$ cat config.mk
export PLATFORM = sky130hd
export DESIGN_NAME = pdf_top
export DESIGN_NICKNAME = d
export VERILOG_FILES = /design/src/design/pdf_pkg.sv /design/src/design/pdf_sync.sv /design/src/design/pdf_regs.sv /design/src/design/pdf_top.sv
export SDC_FILE = /design/constraint.sdc
export NUM_CORES = 1
export LEC_CHECK = 0
export BUFFER_PORTS_ARGS = -buffer_cell sky130_fd_sc_hd__buf_2
export CAP_MARGIN = 20
export CORE_MARGIN = 2
export CORE_UTILIZATION = 45
export CTS_CLUSTER_DIAMETER = 80
export DETAILED_ROUTE_END_ITERATION = 7
export MAX_ROUTING_LAYER = met4
export PLACE_DENSITY = 0.76
export RECOVER_POWER = 25
export SYNTH_ARGS = -nofsm -noshare
export SYNTH_HDL_FRONTEND = slang
export SYNTH_SLANG_ARGS = --single-unit
$ cat constraint.sdc
create_clock -name ref_clk -period 8.01 [get_ports ref_clk]
set_clock_uncertainty 0.1 [all_clocks]
set_input_delay 1.2015 -clock ref_clk [delete_from_list [all_inputs] [get_ports ref_clk]]
set_output_delay 1.2015 -clock ref_clk [all_outputs]
set_load 0.02 [all_outputs]
$ cat src/design/pdf_pkg.sv
// Shared constants and types for the port pin function select block
package pdf_pkg;

	// Pin counts and widths
	localparam int PDF_LOW_PINS  = 16;
	localparam int PDF_PINS      = 25;
	localparam int PDF_IRQ_COUNT = 8;
	localparam int PDF_DMA_PIN   = 24;
	localparam int PDF_FIELD_W   = 2;
	localparam int PDF_REG_W     = 16;
	localparam int PDF_ADDR_W    = 4;
	localparam int PDF_DATA_W    = 32;
	localparam int PDF_BE_W      = 4;
	localparam int PDF_SYNC_W    = 2;

	// Pin 24 field inside the upper high-byte register
	localparam int PDF_PIN24_LSB = 0;

	// Register byte offsets
	localparam logic [PDF_ADDR_W-1:0] PDF_OFS_UPPER_HIGH = 4'h0;
	localparam logic [PDF_ADDR_W-1:0] PDF_OFS_UPPER_LOW  = 4'h4;
	localparam logic [PDF_ADDR_W-1:0] PDF_OFS_LOWER      = 4'h8;
	localparam logic [PDF_ADDR_W-1:0] PDF_OFS_STATUS     = 4'hc;

	// Reset values
	localparam logic [PDF_REG_W-1:0]  PDF_REG_RST  = 16'h0000;
	localparam logic [PDF_DATA_W-1:0] PDF_READ_ZERO = 32'h0000_0000;

	// Byte lanes holding the 16-bit registers
	localparam logic [PDF_BE_W-1:0] PDF_BE_LANE0 = 4'h1;
	localparam logic [PDF_BE_W-1:0] PDF_BE_LANE1 = 4'h2;

	// Two-bit function field codes
	localparam logic [PDF_FIELD_W-1:0] PDF_FLD_GPIO = 2'h0;
	localparam logic [PDF_FIELD_W-1:0] PDF_FLD_DATA = 2'h1;
	localparam logic [PDF_FIELD_W-1:0] PDF_FLD_ALT  = 2'h2;
	localparam logic [PDF_FIELD_W-1:0] PDF_FLD_RSVD = 2'h3;

	// Chip operating mode
	typedef enum logic [1:0]
	{
		PDF_MODE_SINGLE  = 2'h0,
		PDF_MODE_ROM_EN  = 2'h1,
		PDF_MODE_ROM_DIS = 2'h2
	} pdf_mode_e;

	// Effective function of one pin
	typedef enum logic [3:0]
	{
		PDF_FN_GPIO = 4'h1,
		PDF_FN_DATA = 4'h2,
		PDF_FN_ALT  = 4'h4,
		PDF_FN_OFF  = 4'h8
	} pdf_fn_e;

endpackage : pdf_pkg

$ cat src/design/pdf_sync.sv
// Two-stage synchroniser for pin inputs
`timescale 1ns/10ps
module pdf_sync #(
	parameter int WIDTH = 1
) (
	// Clock and reset
	input  wire logic             ref_clk,
	input  wire logic             sys_rst,
	// Data
	input  wire logic [WIDTH-1:0] async_in,
	output logic      [WIDTH-1:0] sync_out
);
	import pdf_pkg::*;

	logic [WIDTH-1:0] stage1;

	always_ff @(posedge ref_clk or posedge sys_rst)
	begin
		if (sys_rst)
		begin
			stage1   <= '0;
			sync_out <= '0;
		end
		else
		begin
			stage1   <= async_in;
			sync_out <= stage1;
		end
	end

endmodule : pdf_sync

$ cat src/design/pdf_regs.sv
// Avalon-MM slave holding the three function select registers
`timescale 1ns/10ps
module pdf_regs (
	// Clock and power-on reset
	input  wire logic                              ref_clk,
	input  wire logic                              sys_rst,
	// Avalon-MM slave
	input  wire logic [pdf_pkg::PDF_ADDR_W-1:0]    avs_address,
	input  wire logic                              avs_read,
	input  wire logic                              avs_write,
	input  wire logic [pdf_pkg::PDF_DATA_W-1:0]    avs_writedata,
	input  wire logic [pdf_pkg::PDF_BE_W-1:0]      avs_byteenable,
	output logic      [pdf_pkg::PDF_DATA_W-1:0]    avs_readdata,
	output logic                                   avs_waitrequest,
	// Register contents and status
	output logic      [pdf_pkg::PDF_REG_W-1:0]     upper_high,
	output logic      [pdf_pkg::PDF_REG_W-1:0]     upper_low,
	output logic      [pdf_pkg::PDF_REG_W-1:0]     lower,
	input  wire logic [pdf_pkg::PDF_PINS-1:0]      status_in
);
	import pdf_pkg::*;

	logic ack;

	function automatic logic [PDF_REG_W-1:0] merge(input logic [PDF_REG_W-1:0] old,
		input logic [PDF_DATA_W-1:0] wd, input logic [PDF_BE_W-1:0] be);
		logic [PDF_REG_W-1:0] res;
		res = old;
		if ((be & PDF_BE_LANE0) != '0)
			res[7:0] = wd[7:0];
		if ((be & PDF_BE_LANE1) != '0)
			res[15:8] = wd[15:8];
		return res;
	endfunction : merge

	// One wait cycle: request seen, then answered
	assign avs_waitrequest = (avs_read | avs_write) & ~ack;

	always_ff @(posedge ref_clk or posedge sys_rst)
	begin
		if (sys_rst)
			ack <= 1'b0;
		else
			ack <= (avs_read | avs_write) & ~ack;
	end

	// Only power-on reset clears these; other resets never reach here
	always_ff @(posedge ref_clk or posedge sys_rst)
	begin
		if (sys_rst)
		begin
			upper_high <= PDF_REG_RST;
			upper_low  <= PDF_REG_RST;
			lower      <= PDF_REG_RST;
		end
		else if (avs_write & ack)
		begin
			if (avs_address == PDF_OFS_UPPER_HIGH)
				upper_high <= merge(upper_high, avs_writedata, avs_byteenable);
			else if (avs_address == PDF_OFS_UPPER_LOW)
				upper_low <= merge(upper_low, avs_writedata, avs_byteenable);
			else if (avs_address == PDF_OFS_LOWER)
				lower <= merge(lower, avs_writedata, avs_byteenable);
		end
	end

	// Read data loaded one edge early so it stands when waitrequest drops
	always_ff @(posedge ref_clk or posedge sys_rst)
	begin
		if (sys_rst)
			avs_readdata <= PDF_READ_ZERO;
		else if (avs_read & ~ack)
		begin
			if (avs_address == PDF_OFS_UPPER_HIGH)
				avs_readdata <= {{(PDF_DATA_W-PDF_REG_W){1'b0}}, upper_high};
			else if (avs_address == PDF_OFS_UPPER_LOW)
				avs_readdata <= {{(PDF_DATA_W-PDF_REG_W){1'b0}}, upper_low};
			else if (avs_address == PDF_OFS_LOWER)
				avs_readdata <= {{(PDF_DATA_W-PDF_REG_W){1'b0}}, lower};
			else if (avs_address == PDF_OFS_STATUS)
				avs_readdata <= {{(PDF_DATA_W-PDF_PINS){1'b0}}, status_in};
			else
				avs_readdata <= PDF_READ_ZERO;
		end
	end

endmodule : pdf_regs

$ cat src/design/pdf_top.sv
// Pin function multiplexer for port pins 0 to 24
// Behaviour
// - Pin 24 field 01 selects data bit 24, 10 selects the DMA channel 0 request, 11 is reserved; here 10 gives general I/O if single-chip, data if wide_bus.
// - The upper low-byte register holds a 2-bit field per pin, pin 23 at bits 15:14 down to pin 16 at 1:0.
// - An upper field of 00 selects general I/O and is the reset value.
// - An upper field of 01 routes the pin to the data-bus bit of the same number.
// - An upper field of 10 routes the pin to interrupt request pin-16; 11 is reserved.
// - In single-chip mode a data-bus selection has no effect and the pin stays general I/O.
// - With ROM disabled and a 32-bit area 0, an upper pin set to general I/O acts as its data bit.
// - The lower register is 16-bit read/write with bit n controlling lower pin n.
// - A lower bit of 0 selects general I/O (reset value) and 1 selects the data bit.
// - In ROM-disabled mode the lower pins are data pins and the lower register is ignored.
// - In ROM-enabled mode each lower pin is data or general I/O as its bit selects.
// - In single-chip mode the lower pins are general I/O and the lower register is ignored.
// - The lower register clears only on power-on reset and otherwise keeps its contents.
// - Both upper registers clear only on power-on reset and otherwise keep their contents.
// - Upper settings drive pins only on the largest package; registers stay accessible anyway.
//
// The Avalon-MM interface to the registers and the placing of the registers were chosen for this implementation.
`timescale 1ns/10ps
module pdf_top (
	// Clock and power-on reset
	input  wire logic                              ref_clk,
	input  wire logic                              sys_rst,
	// Avalon-MM slave
	input  wire logic [pdf_pkg::PDF_ADDR_W-1:0]    avs_address,
	input  wire logic                              avs_read,
	input  wire logic                              avs_write,
	input  wire logic [pdf_pkg::PDF_DATA_W-1:0]    avs_writedata,
	input  wire logic [pdf_pkg::PDF_BE_W-1:0]      avs_byteenable,
	output logic      [pdf_pkg::PDF_DATA_W-1:0]    avs_readdata,
	output logic                                   avs_waitrequest,
	// Chip configuration
	input  wire pdf_pkg::pdf_mode_e                op_mode,
	input  wire logic                              cs0_area_32bit,
	input  wire logic                              pkg_largest,
	// Pins
	input  wire logic [pdf_pkg::PDF_PINS-1:0]      pin_in,
	output logic      [pdf_pkg::PDF_PINS-1:0]      pin_out,
	output logic      [pdf_pkg::PDF_PINS-1:0]      pin_oe,
	// General-purpose port logic
	input  wire logic [pdf_pkg::PDF_PINS-1:0]      gpio_out,
	input  wire logic [pdf_pkg::PDF_PINS-1:0]      gpio_dir,
	output logic      [pdf_pkg::PDF_PINS-1:0]      gpio_in,
	// External data bus
	input  wire logic [pdf_pkg::PDF_PINS-1:0]      bus_data_out,
	input  wire logic [pdf_pkg::PDF_PINS-1:0]      bus_data_oe,
	output logic      [pdf_pkg::PDF_PINS-1:0]      bus_data_in,
	// Request inputs toward interrupt and DMA controllers
	output logic      [pdf_pkg::PDF_IRQ_COUNT-1:0] ext_irq_req_n,
	output logic                                   dma_req0_n
);
	import pdf_pkg::*;

	logic [PDF_REG_W-1:0] upper_high;
	logic [PDF_REG_W-1:0] upper_low;
	logic [PDF_REG_W-1:0] lower;
	logic [PDF_PINS-1:0]  pin_sync;
	logic [PDF_PINS-1:0]  data_mask;
	pdf_fn_e              fn [PDF_PINS];
	logic                 single_chip;
	logic                 rom_en;
	logic                 rom_dis;
	logic                 wide_bus;

	pdf_regs u_regs (
		.ref_clk         (ref_clk),
		.sys_rst         (sys_rst),
		.avs_address     (avs_address),
		.avs_read        (avs_read),
		.avs_write       (avs_write),
		.avs_writedata   (avs_writedata),
		.avs_byteenable  (avs_byteenable),
		.avs_readdata    (avs_readdata),
		.avs_waitrequest (avs_waitrequest),
		.upper_high      (upper_high),
		.upper_low       (upper_low),
		.lower           (lower),
		.status_in       (data_mask)
	);

	pdf_sync #(
		.WIDTH (PDF_PINS)
	) u_pin_sync (
		.ref_clk  (ref_clk),
		.sys_rst  (sys_rst),
		.async_in (pin_in),
		.sync_out (pin_sync)
	);

	// Unused mode code 3 falls back to single-chip, the safest pin set
	assign single_chip = ~(rom_en | rom_dis);
	assign rom_en      = (op_mode == PDF_MODE_ROM_EN);
	assign rom_dis     = (op_mode == PDF_MODE_ROM_DIS);
	// Upper general I/O turns into data only for a ROM-less 32-bit area 0
	assign wide_bus    = rom_dis & cs0_area_32bit;

	genvar i;
	generate
		for (i = 0; i < PDF_PINS; i++)
		begin : g_pin
			if (i < PDF_LOW_PINS)
			begin : g_low
				always_comb
				begin
					if (rom_dis)
						fn[i] = PDF_FN_DATA;
					else if (rom_en)
						fn[i] = lower[i] ? PDF_FN_DATA : PDF_FN_GPIO;
					else
						fn[i] = PDF_FN_GPIO;
				end
			end
			else
			begin : g_up
				logic [PDF_FIELD_W-1:0] field;
				// Pin 24 lives in the other upper register
				if (i == PDF_DMA_PIN)
				begin : g_f24
					assign field = upper_high[PDF_PIN24_LSB +: PDF_FIELD_W];
				end
				else
				begin : g_fn
					assign field = upper_low[PDF_FIELD_W*(i-PDF_LOW_PINS) +: PDF_FIELD_W];
				end
				always_comb
				begin
					if (!pkg_largest)
						fn[i] = PDF_FN_OFF;
					else if (field == PDF_FLD_DATA)
						fn[i] = single_chip ? PDF_FN_GPIO : PDF_FN_DATA;
					else if (field == PDF_FLD_ALT)
					begin
						// DMA request falls back like the data options do
						if (i == PDF_DMA_PIN && single_chip)
							fn[i] = PDF_FN_GPIO;
						else if (i == PDF_DMA_PIN && wide_bus)
							fn[i] = PDF_FN_DATA;
						else
							fn[i] = PDF_FN_ALT;
					end
					else if (field == PDF_FLD_RSVD)
						fn[i] = PDF_FN_GPIO; // Reserved code parks the pin safely
					else
						fn[i] = wide_bus ? PDF_FN_DATA : PDF_FN_GPIO;
				end
			end

			assign data_mask[i] = (fn[i] == PDF_FN_DATA);

			// Pin drive from the selected source, off for unrouted functions
			always_ff @(posedge ref_clk or posedge sys_rst)
			begin
				if (sys_rst)
				begin
					pin_out[i] <= 1'b0;
					pin_oe[i]  <= 1'b0;
				end
				else if (fn[i] == PDF_FN_GPIO)
				begin
					pin_out[i] <= gpio_out[i];
					pin_oe[i]  <= gpio_dir[i];
				end
				else if (fn[i] == PDF_FN_DATA)
				begin
					pin_out[i] <= bus_data_out[i];
					pin_oe[i]  <= bus_data_oe[i];
				end
				else
				begin
					pin_out[i] <= 1'b0;
					pin_oe[i]  <= 1'b0;
				end
			end

			// Returned levels reach only the function that owns the pin
			always_ff @(posedge ref_clk or posedge sys_rst)
			begin
				if (sys_rst)
				begin
					gpio_in[i]     <= 1'b0;
					bus_data_in[i] <= 1'b0;
				end
				else
				begin
					gpio_in[i]     <= (fn[i] == PDF_FN_GPIO) & pin_sync[i];
					bus_data_in[i] <= (fn[i] == PDF_FN_DATA) & pin_sync[i];
				end
			end
		end

		// Requests are active low; an unselected source reads idle high
		for (i = 0; i < PDF_IRQ_COUNT; i++)
		begin : g_irq
			always_ff @(posedge ref_clk or posedge sys_rst)
			begin
				if (sys_rst)
					ext_irq_req_n[i] <= 1'b1;
				else if (fn[i+PDF_LOW_PINS] == PDF_FN_ALT)
					ext_irq_req_n[i] <= pin_sync[i+PDF_LOW_PINS];
				else
					ext_irq_req_n[i] <= 1'b1;
			end
		end
	endgenerate

	always_ff @(posedge ref_clk or posedge sys_rst)
	begin
		if (sys_rst)
			dma_req0_n <= 1'b1;
		else if (fn[PDF_DMA_PIN] == PDF_FN_ALT)
			dma_req0_n <= pin_sync[PDF_DMA_PIN];
		else
			dma_req0_n <= 1'b1;
	end
endmodule : pdf_top

==> metrics.txt, run 1 <==
status=finished with violations; failing checks=capacitance limit, slew limit; DIE AREA=20700 um2; simple-gate portion of the synthesized area=10.3%; post-synthesis sequential area ratio=66.4%; final setup vio count=0; Num CTS Buffers=23; Worst Path Required=8.42 ns; Place WS=4.46 ns; chip height=144 um; placeable core region=19300 um2; synth top area cells=dfrtp_1 (64%), mux2_2 (4.0%), a22o_1 (3.9%); clk_lat worst skew=0.51 ns; period utilization=52.0%; most frequent cells in the layout=buf_2 (287), dfrtp_1 (224), a22o_1 (39); Cell Chain, Critical Path=buf_2, clkinvlp_2, buf_4; Post-synth EDFFs=0; delay of the slowest critical-path stage=2.14 ns; placed inst area=10500 um2; All-Layer GR Usage=23.0%; HP Class=reg -> reg; RSZ-0062 raised after global routing=no; Pleak=5.87 nW; maxcap violations=1; CTS tree=done; Post-DP HPWL=16.4 mm; Fillers=1588; Tightest Pin Transition=3.87 ns; Post-CTS Setup Inserts=0; drt drc=0; die width=144 um; WL final=23.2 mm; # H-tree levels=1; first-pass GRT wire length=35.2 mm; Max-slew headroom=-159%; Placed Cells=1165; row count=51; CTS Sinks=233; crit path max-delay cell type=clkinvlp_2; final worst setup slack=3.85 ns; Initial Utilization=45.5%; Worst setup EP type=async pin; Hold-fix buffers, CTS=0; Syn Area/Cell=13.8 um2; worst vdd rail ir drop=200 uV; via count=6471; mean number of vias per cell=5.35; register area=5840 um2; #FFs+latches synth=233; vias in the first global route=6544; post-synthesis compound-gate area fraction=13.7%; number of port buffers=289; Iter 0 DRT Violations=252; drt pass-1 iters=4; Post-Syn Instances=640; area of the multi-input gates=2760 um2; initial antenna violation count=3; library cells used by synthesis=44; CTS clk-pin slew, worst paths=0.06 ns; total grt overflow=0; final instance area=11300 um2; Max FO, Critical Path=92; Max Root-Sink Buffers=3; Post-synth ARST share=100%; pin count of the biggest net entering global routing=93; Crit Path Category=in -> async; CP Launch Type=primary input; Primary FF master, synth=dfrtp_1; top-area cell type share of the netlist area=63.7%; adder-cell share of the synthesized area=0.426%; area leader, netlist=dfrtp_1; I/O pins=315; final net count=1101; final antenna-violating net count=0; Synth Area in XOR/XNOR=0.0995%; Yosys Warn Count=0; Area Growth Syn to Fin=27.9%; routed length per instance=19.2 um; max-slew violation count=93; Final Wtd Congestion=0.798; Worst Path Arrival=4.57 ns; main combinational cell family by area after synthesis=compound AO/OA/AOI/OAI gates; fin cells=1209; Pwr per Cell Area=250 nW/um2; min Tclk post-route=4.16 ns; post-cts sizing count=0; Final Hold Fails=0; TNS Setup=0 ns; share of cells above drive strength 1=41.6%; Mapped Area=8800 um2; most common cell after layout, fill and taps aside=buf_2; fmax=240 MHz; post-synthesis mux area share=6.48%; root buffer cell=clkbuf_16
-- power breakdown --
part / total (mW) / switching, mW / internal [mW]
clock network: 1.13 / 0.437 / 0.689
logic: 0.355 / 0.211 / 0.145
registers: 1.33 / 0.0645 / 1.27
-- routing by layer --
metal	track usage (%)	vias up	wire length, um
met3	5.23	46	1800
met2	37.6	297	11200
li1	-	2920	-
met5	-	-	0
met4	7.22	0	637
met1	28.7	3208	9590
-- final cells by class --
class / instances / area share, %
antenna: 3 / 0.0667
clock buffer: 34 / 6.10
clock inverter: 7 / 1.01
inverter: 7 / 0.244
multi-input combinational: 364 / 24.5
sequential: 233 / 51.9
tap: 265 / 2.94
timing repair buffer: 296 / 13.3
-- flip-flops by register name, indices dropped and copies added (netlist names) --
name / cells
pin_oe: 25
u_pin_sync.sync_out: 25
u_regs.avs_readdata: 25
u_regs.upper_low: 16
bus_data_in: 25
ext_irq_req_n: 8
u_regs.upper_high: 16
u_regs.ack: 1
pin_out: 25
gpio_in: 25
u_regs.lower: 16
dma_req0_n: 1
u_pin_sync.stage1: 25
-- cells in the mapped netlist (8+ instances only) --
cell      count
a22oi_1      16
and2_1       25
a32oi_1      16
a21oi_1      16
dfstp_2       9
nand2b_1     15
a22o_1       39
nand2_1      35
o31ai_1      24
mux2_2       31
mux2_1        9
and3_1       26
a32o_1       18
nor2_1       22
o21ai_0       8
clkbuf_1     25
nand3b_1      8
dfrtp_1     224
a211oi_1      9
mux2_4        8
-- critical path: cells and delay by family --
kind     cells  cell delay, ns
buf+inv      3            3.24
-- path summary, 6_finish.rpt --
| kind | from | to | slack, ns | cells past startpoint |
|---|---|---|---|---|
| hold / removal | u_pin_sync.stage1[7] | u_pin_sync.sync_out[7] | 0.24 | 0 |
| max in group ref_clk | avs_address[2] | u_regs.upper_low[3] | 4.98 | 4 |
| min in group asynchronous | sys_rst | u_regs.avs_readdata[18] | 1.75 | 2 |
| setup reg to reg | u_regs.ack | u_regs.avs_readdata[22] | 6.13 | 4 |
| hold reg to reg | u_pin_sync.stage1[7] | u_pin_sync.sync_out[7] | 0.24 | 0 |
| setup / recovery | sys_rst | u_regs.upper_low[1] | 3.85 | 3 |
-- kinds of logic after synthesis --
logic type / after synthesis
fa+ha+maj: 3
simple gates: 153
mux: 48
flops: 233
buf+inv: 49
xor+xnor: 1
other cells: 1
compound gates: 152
-- through the flow --
step	utilization (%)	hold WS, ns	power, mW
5_1_grt	58.2	0.253	2.93
2_1_floorplan	-	0.231	1.56
6_report	58.2	0.244	2.81
4_1_cts	58.3	0.244	2.84
3_3_place_gp	54.1	0.231	1.70
3_5_place_dp	54.1	0.236	1.71
No activity file was read; power rests on OpenSTA's default activity.
==> inputs of run 2 (changes only) <==
Settings changed: CORE_UTILIZATION 45 to 50, PLACE_DENSITY 0.76 to 0.8.
Clock period 8.01 ns to 4.3 ns, I/O delays scaled along.
==> metrics.txt, run 2 (same netlist as run 1, synthesis figures left out) <==
Crit Path Category=in -> reg; final instance area=11200 um2 (-0.51%); sequential share of power=48.1% (+0.7 points); initial antenna violation count=1 (-2); Max-slew headroom=30.5% (+190 points); All-Layer GR Usage=24.2% (+1.2 points); CTS clk-pin slew, worst paths=0.06 ns (about the same); HP Class=in -> reg; chip height=137 um (-5.0%); Worst Path Required=4.59 ns (-3.83 ns); first-pass GRT wire length=33.7 mm (-4.1%); Tightest Pin Transition=1.04 ns (-2.83 ns); Post-CTS Setup Inserts=0 (unchanged); worst vdd rail ir drop=339 uV (+69%); most frequent cells in the layout=buf_2 (289), dfrtp_1 (224), a22o_1 (39); Net Sw Frac=25.1% (-0.20 points); Design Power=5.16 mW (+83%); share of cells above drive strength 1=41.4% (-0.12 points); vias in the first global route=6378 (-2.5%); TNS Setup=0 ns (unchanged); status=finished clean; maxcap violations=0 (-1); period utilization=54.8%; register area=5840 um2 (unchanged); fmax=424 MHz; routed length per instance=19.0 um (-1.3%); I/O pins=315 (unchanged); Max FO, Critical Path=23 (-75%); Iter 0 DRT Violations=271 (+7.5%); Pwr per Cell Area=461 nW/um2 (+84%); most common cell after layout, fill and taps aside=buf_2; fin cells=1165 (-3.6%); final net count=1101 (unchanged); Final Wtd Congestion=0.903 (+13%); CTS tree=done; combinational group share of total power=12.8% (+0.2 points); die width=137 um (-5.0%); max-slew violation count=0 (-100%); placed inst area=10400 um2 (-0.31%); placeable core region=17200 um2 (-11%); via count=6355 (-1.8%); Hold-fix buffers, CTS=0 (unchanged); Fillers=1253 (-21%); WL final=22.1 mm (-4.9%); root buffer cell=clkbuf_16; Worst setup EP type=flop; final worst setup slack=1.94 ns (-1.90 ns); Internal=3.86 mW (+84%); Placed Cells=1124 (-3.5%); CTS Sinks=233 (unchanged); Psw=1.30 mW (+82%); RSZ-0062 raised after global routing=no; area of the multi-input gates=2760 um2 (unchanged); final antenna-violating net count=0 (unchanged); min Tclk post-route=2.36 ns; # H-tree levels=1 (unchanged); clk_lat worst skew=0.51 ns (about the same); total grt overflow=0 (unchanged); post-cts sizing count=0 (unchanged); drt drc=0 (unchanged); number of port buffers=289 (unchanged); Final Hold Fails=0 (unchanged); Area Growth Syn to Fin=27.2%; Post-DP HPWL=16.0 mm (-2.5%); mean number of vias per cell=5.45 (+1.9%); Num CTS Buffers=24 (+4.3%); row count=48 (-5.9%); Max Root-Sink Buffers=3 (unchanged); final setup vio count=0 (unchanged); Place WS=1.45 ns (-3.01 ns); Pleak=5.86 nW (-0.15%); power share of the clock group=39.2% (-0.8 points); pin count of the biggest net entering global routing=125 (+34%); Initial Utilization=51.1% (+5.5 points); drt pass-1 iters=5 (+1); CP Launch Type=primary input; Worst Path Arrival=2.65 ns (-1.92 ns); DIE AREA=18700 um2 (-9.7%)
## run 2: worst paths after layout
| check | depth (start not counted) | start | to | slack (ns) |
|---|---|---|---|---|
| max | 4 | avs_address[2] | u_regs.upper_low[0] | 1.94 |
| min | 1 | pin_in[7] | u_pin_sync.stage1[7] | 0.14 |
| max reg2reg | 4 | u_regs.ack | u_regs.avs_readdata[24] | 2.46 |
| min reg2reg | 0 | u_pin_sync.stage1[8] | u_pin_sync.sync_out[8] | 0.25 |
| max in group asynchronous | 3 | sys_rst | u_regs.upper_low[15] | 3.27 |
| min in group asynchronous | 3 | sys_rst | gpio_in[17] | 0.28 |
## run 2: final cells by class
class / instances / share of cell area [%]
flip-flops and latches: 233 / 52.2
multi-input cells: 364 / 24.6
repair buffers: 295 / 13.6
clock buffers: 35 / 6.19
well taps: 225 / 2.51
clock inverters: 5 / 0.693
inverters: 7 / 0.246
diodes: 1 / 0.0223
## run 2: worst max-delay path, cell delays in order
cell and delay, ns:
buf_2 0.37, or4b_1 0.92, nor2_8 0.38, mux2_4 0.33
## run 2: stage by stage
stage | utilization, % | hold slack (ns)
after detailed placement | 60.5 | 0.236
after floorplan | - | 0.231
after CTS | 65.0 | 0.122
after global routing | 65.0 | 0.124
after global placement | 60.5 | 0.231
final | 65.0 | 0.139
## run 2: power by group through the flow
stage | Combinational, mW | Sequential, mW | Clock [mW]
floorplan | 0.313 | 2.59 | 0
detailed placement | 0.661 | 2.52 | 0
global route | 0.719 | 2.50 | 2.15
finish | 0.658 | 2.48 | 2.02
CTS | 0.665 | 2.48 | 2.06
global placement | 0.644 | 2.51 | 0
## run 2: per-layer routing
| metal | vias up | track usage [%] | routed length (um) |
|---|---|---|---|
| li1 | 2913 | - | - |
| met1 | 3115 | 30.9 | 9260 |
| met2 | 284 | 39.3 | 10600 |
| met3 | 43 | 5.22 | 1700 |
| met4 | 0 | 7.23 | 539 |
| met5 | - | - | 0 |
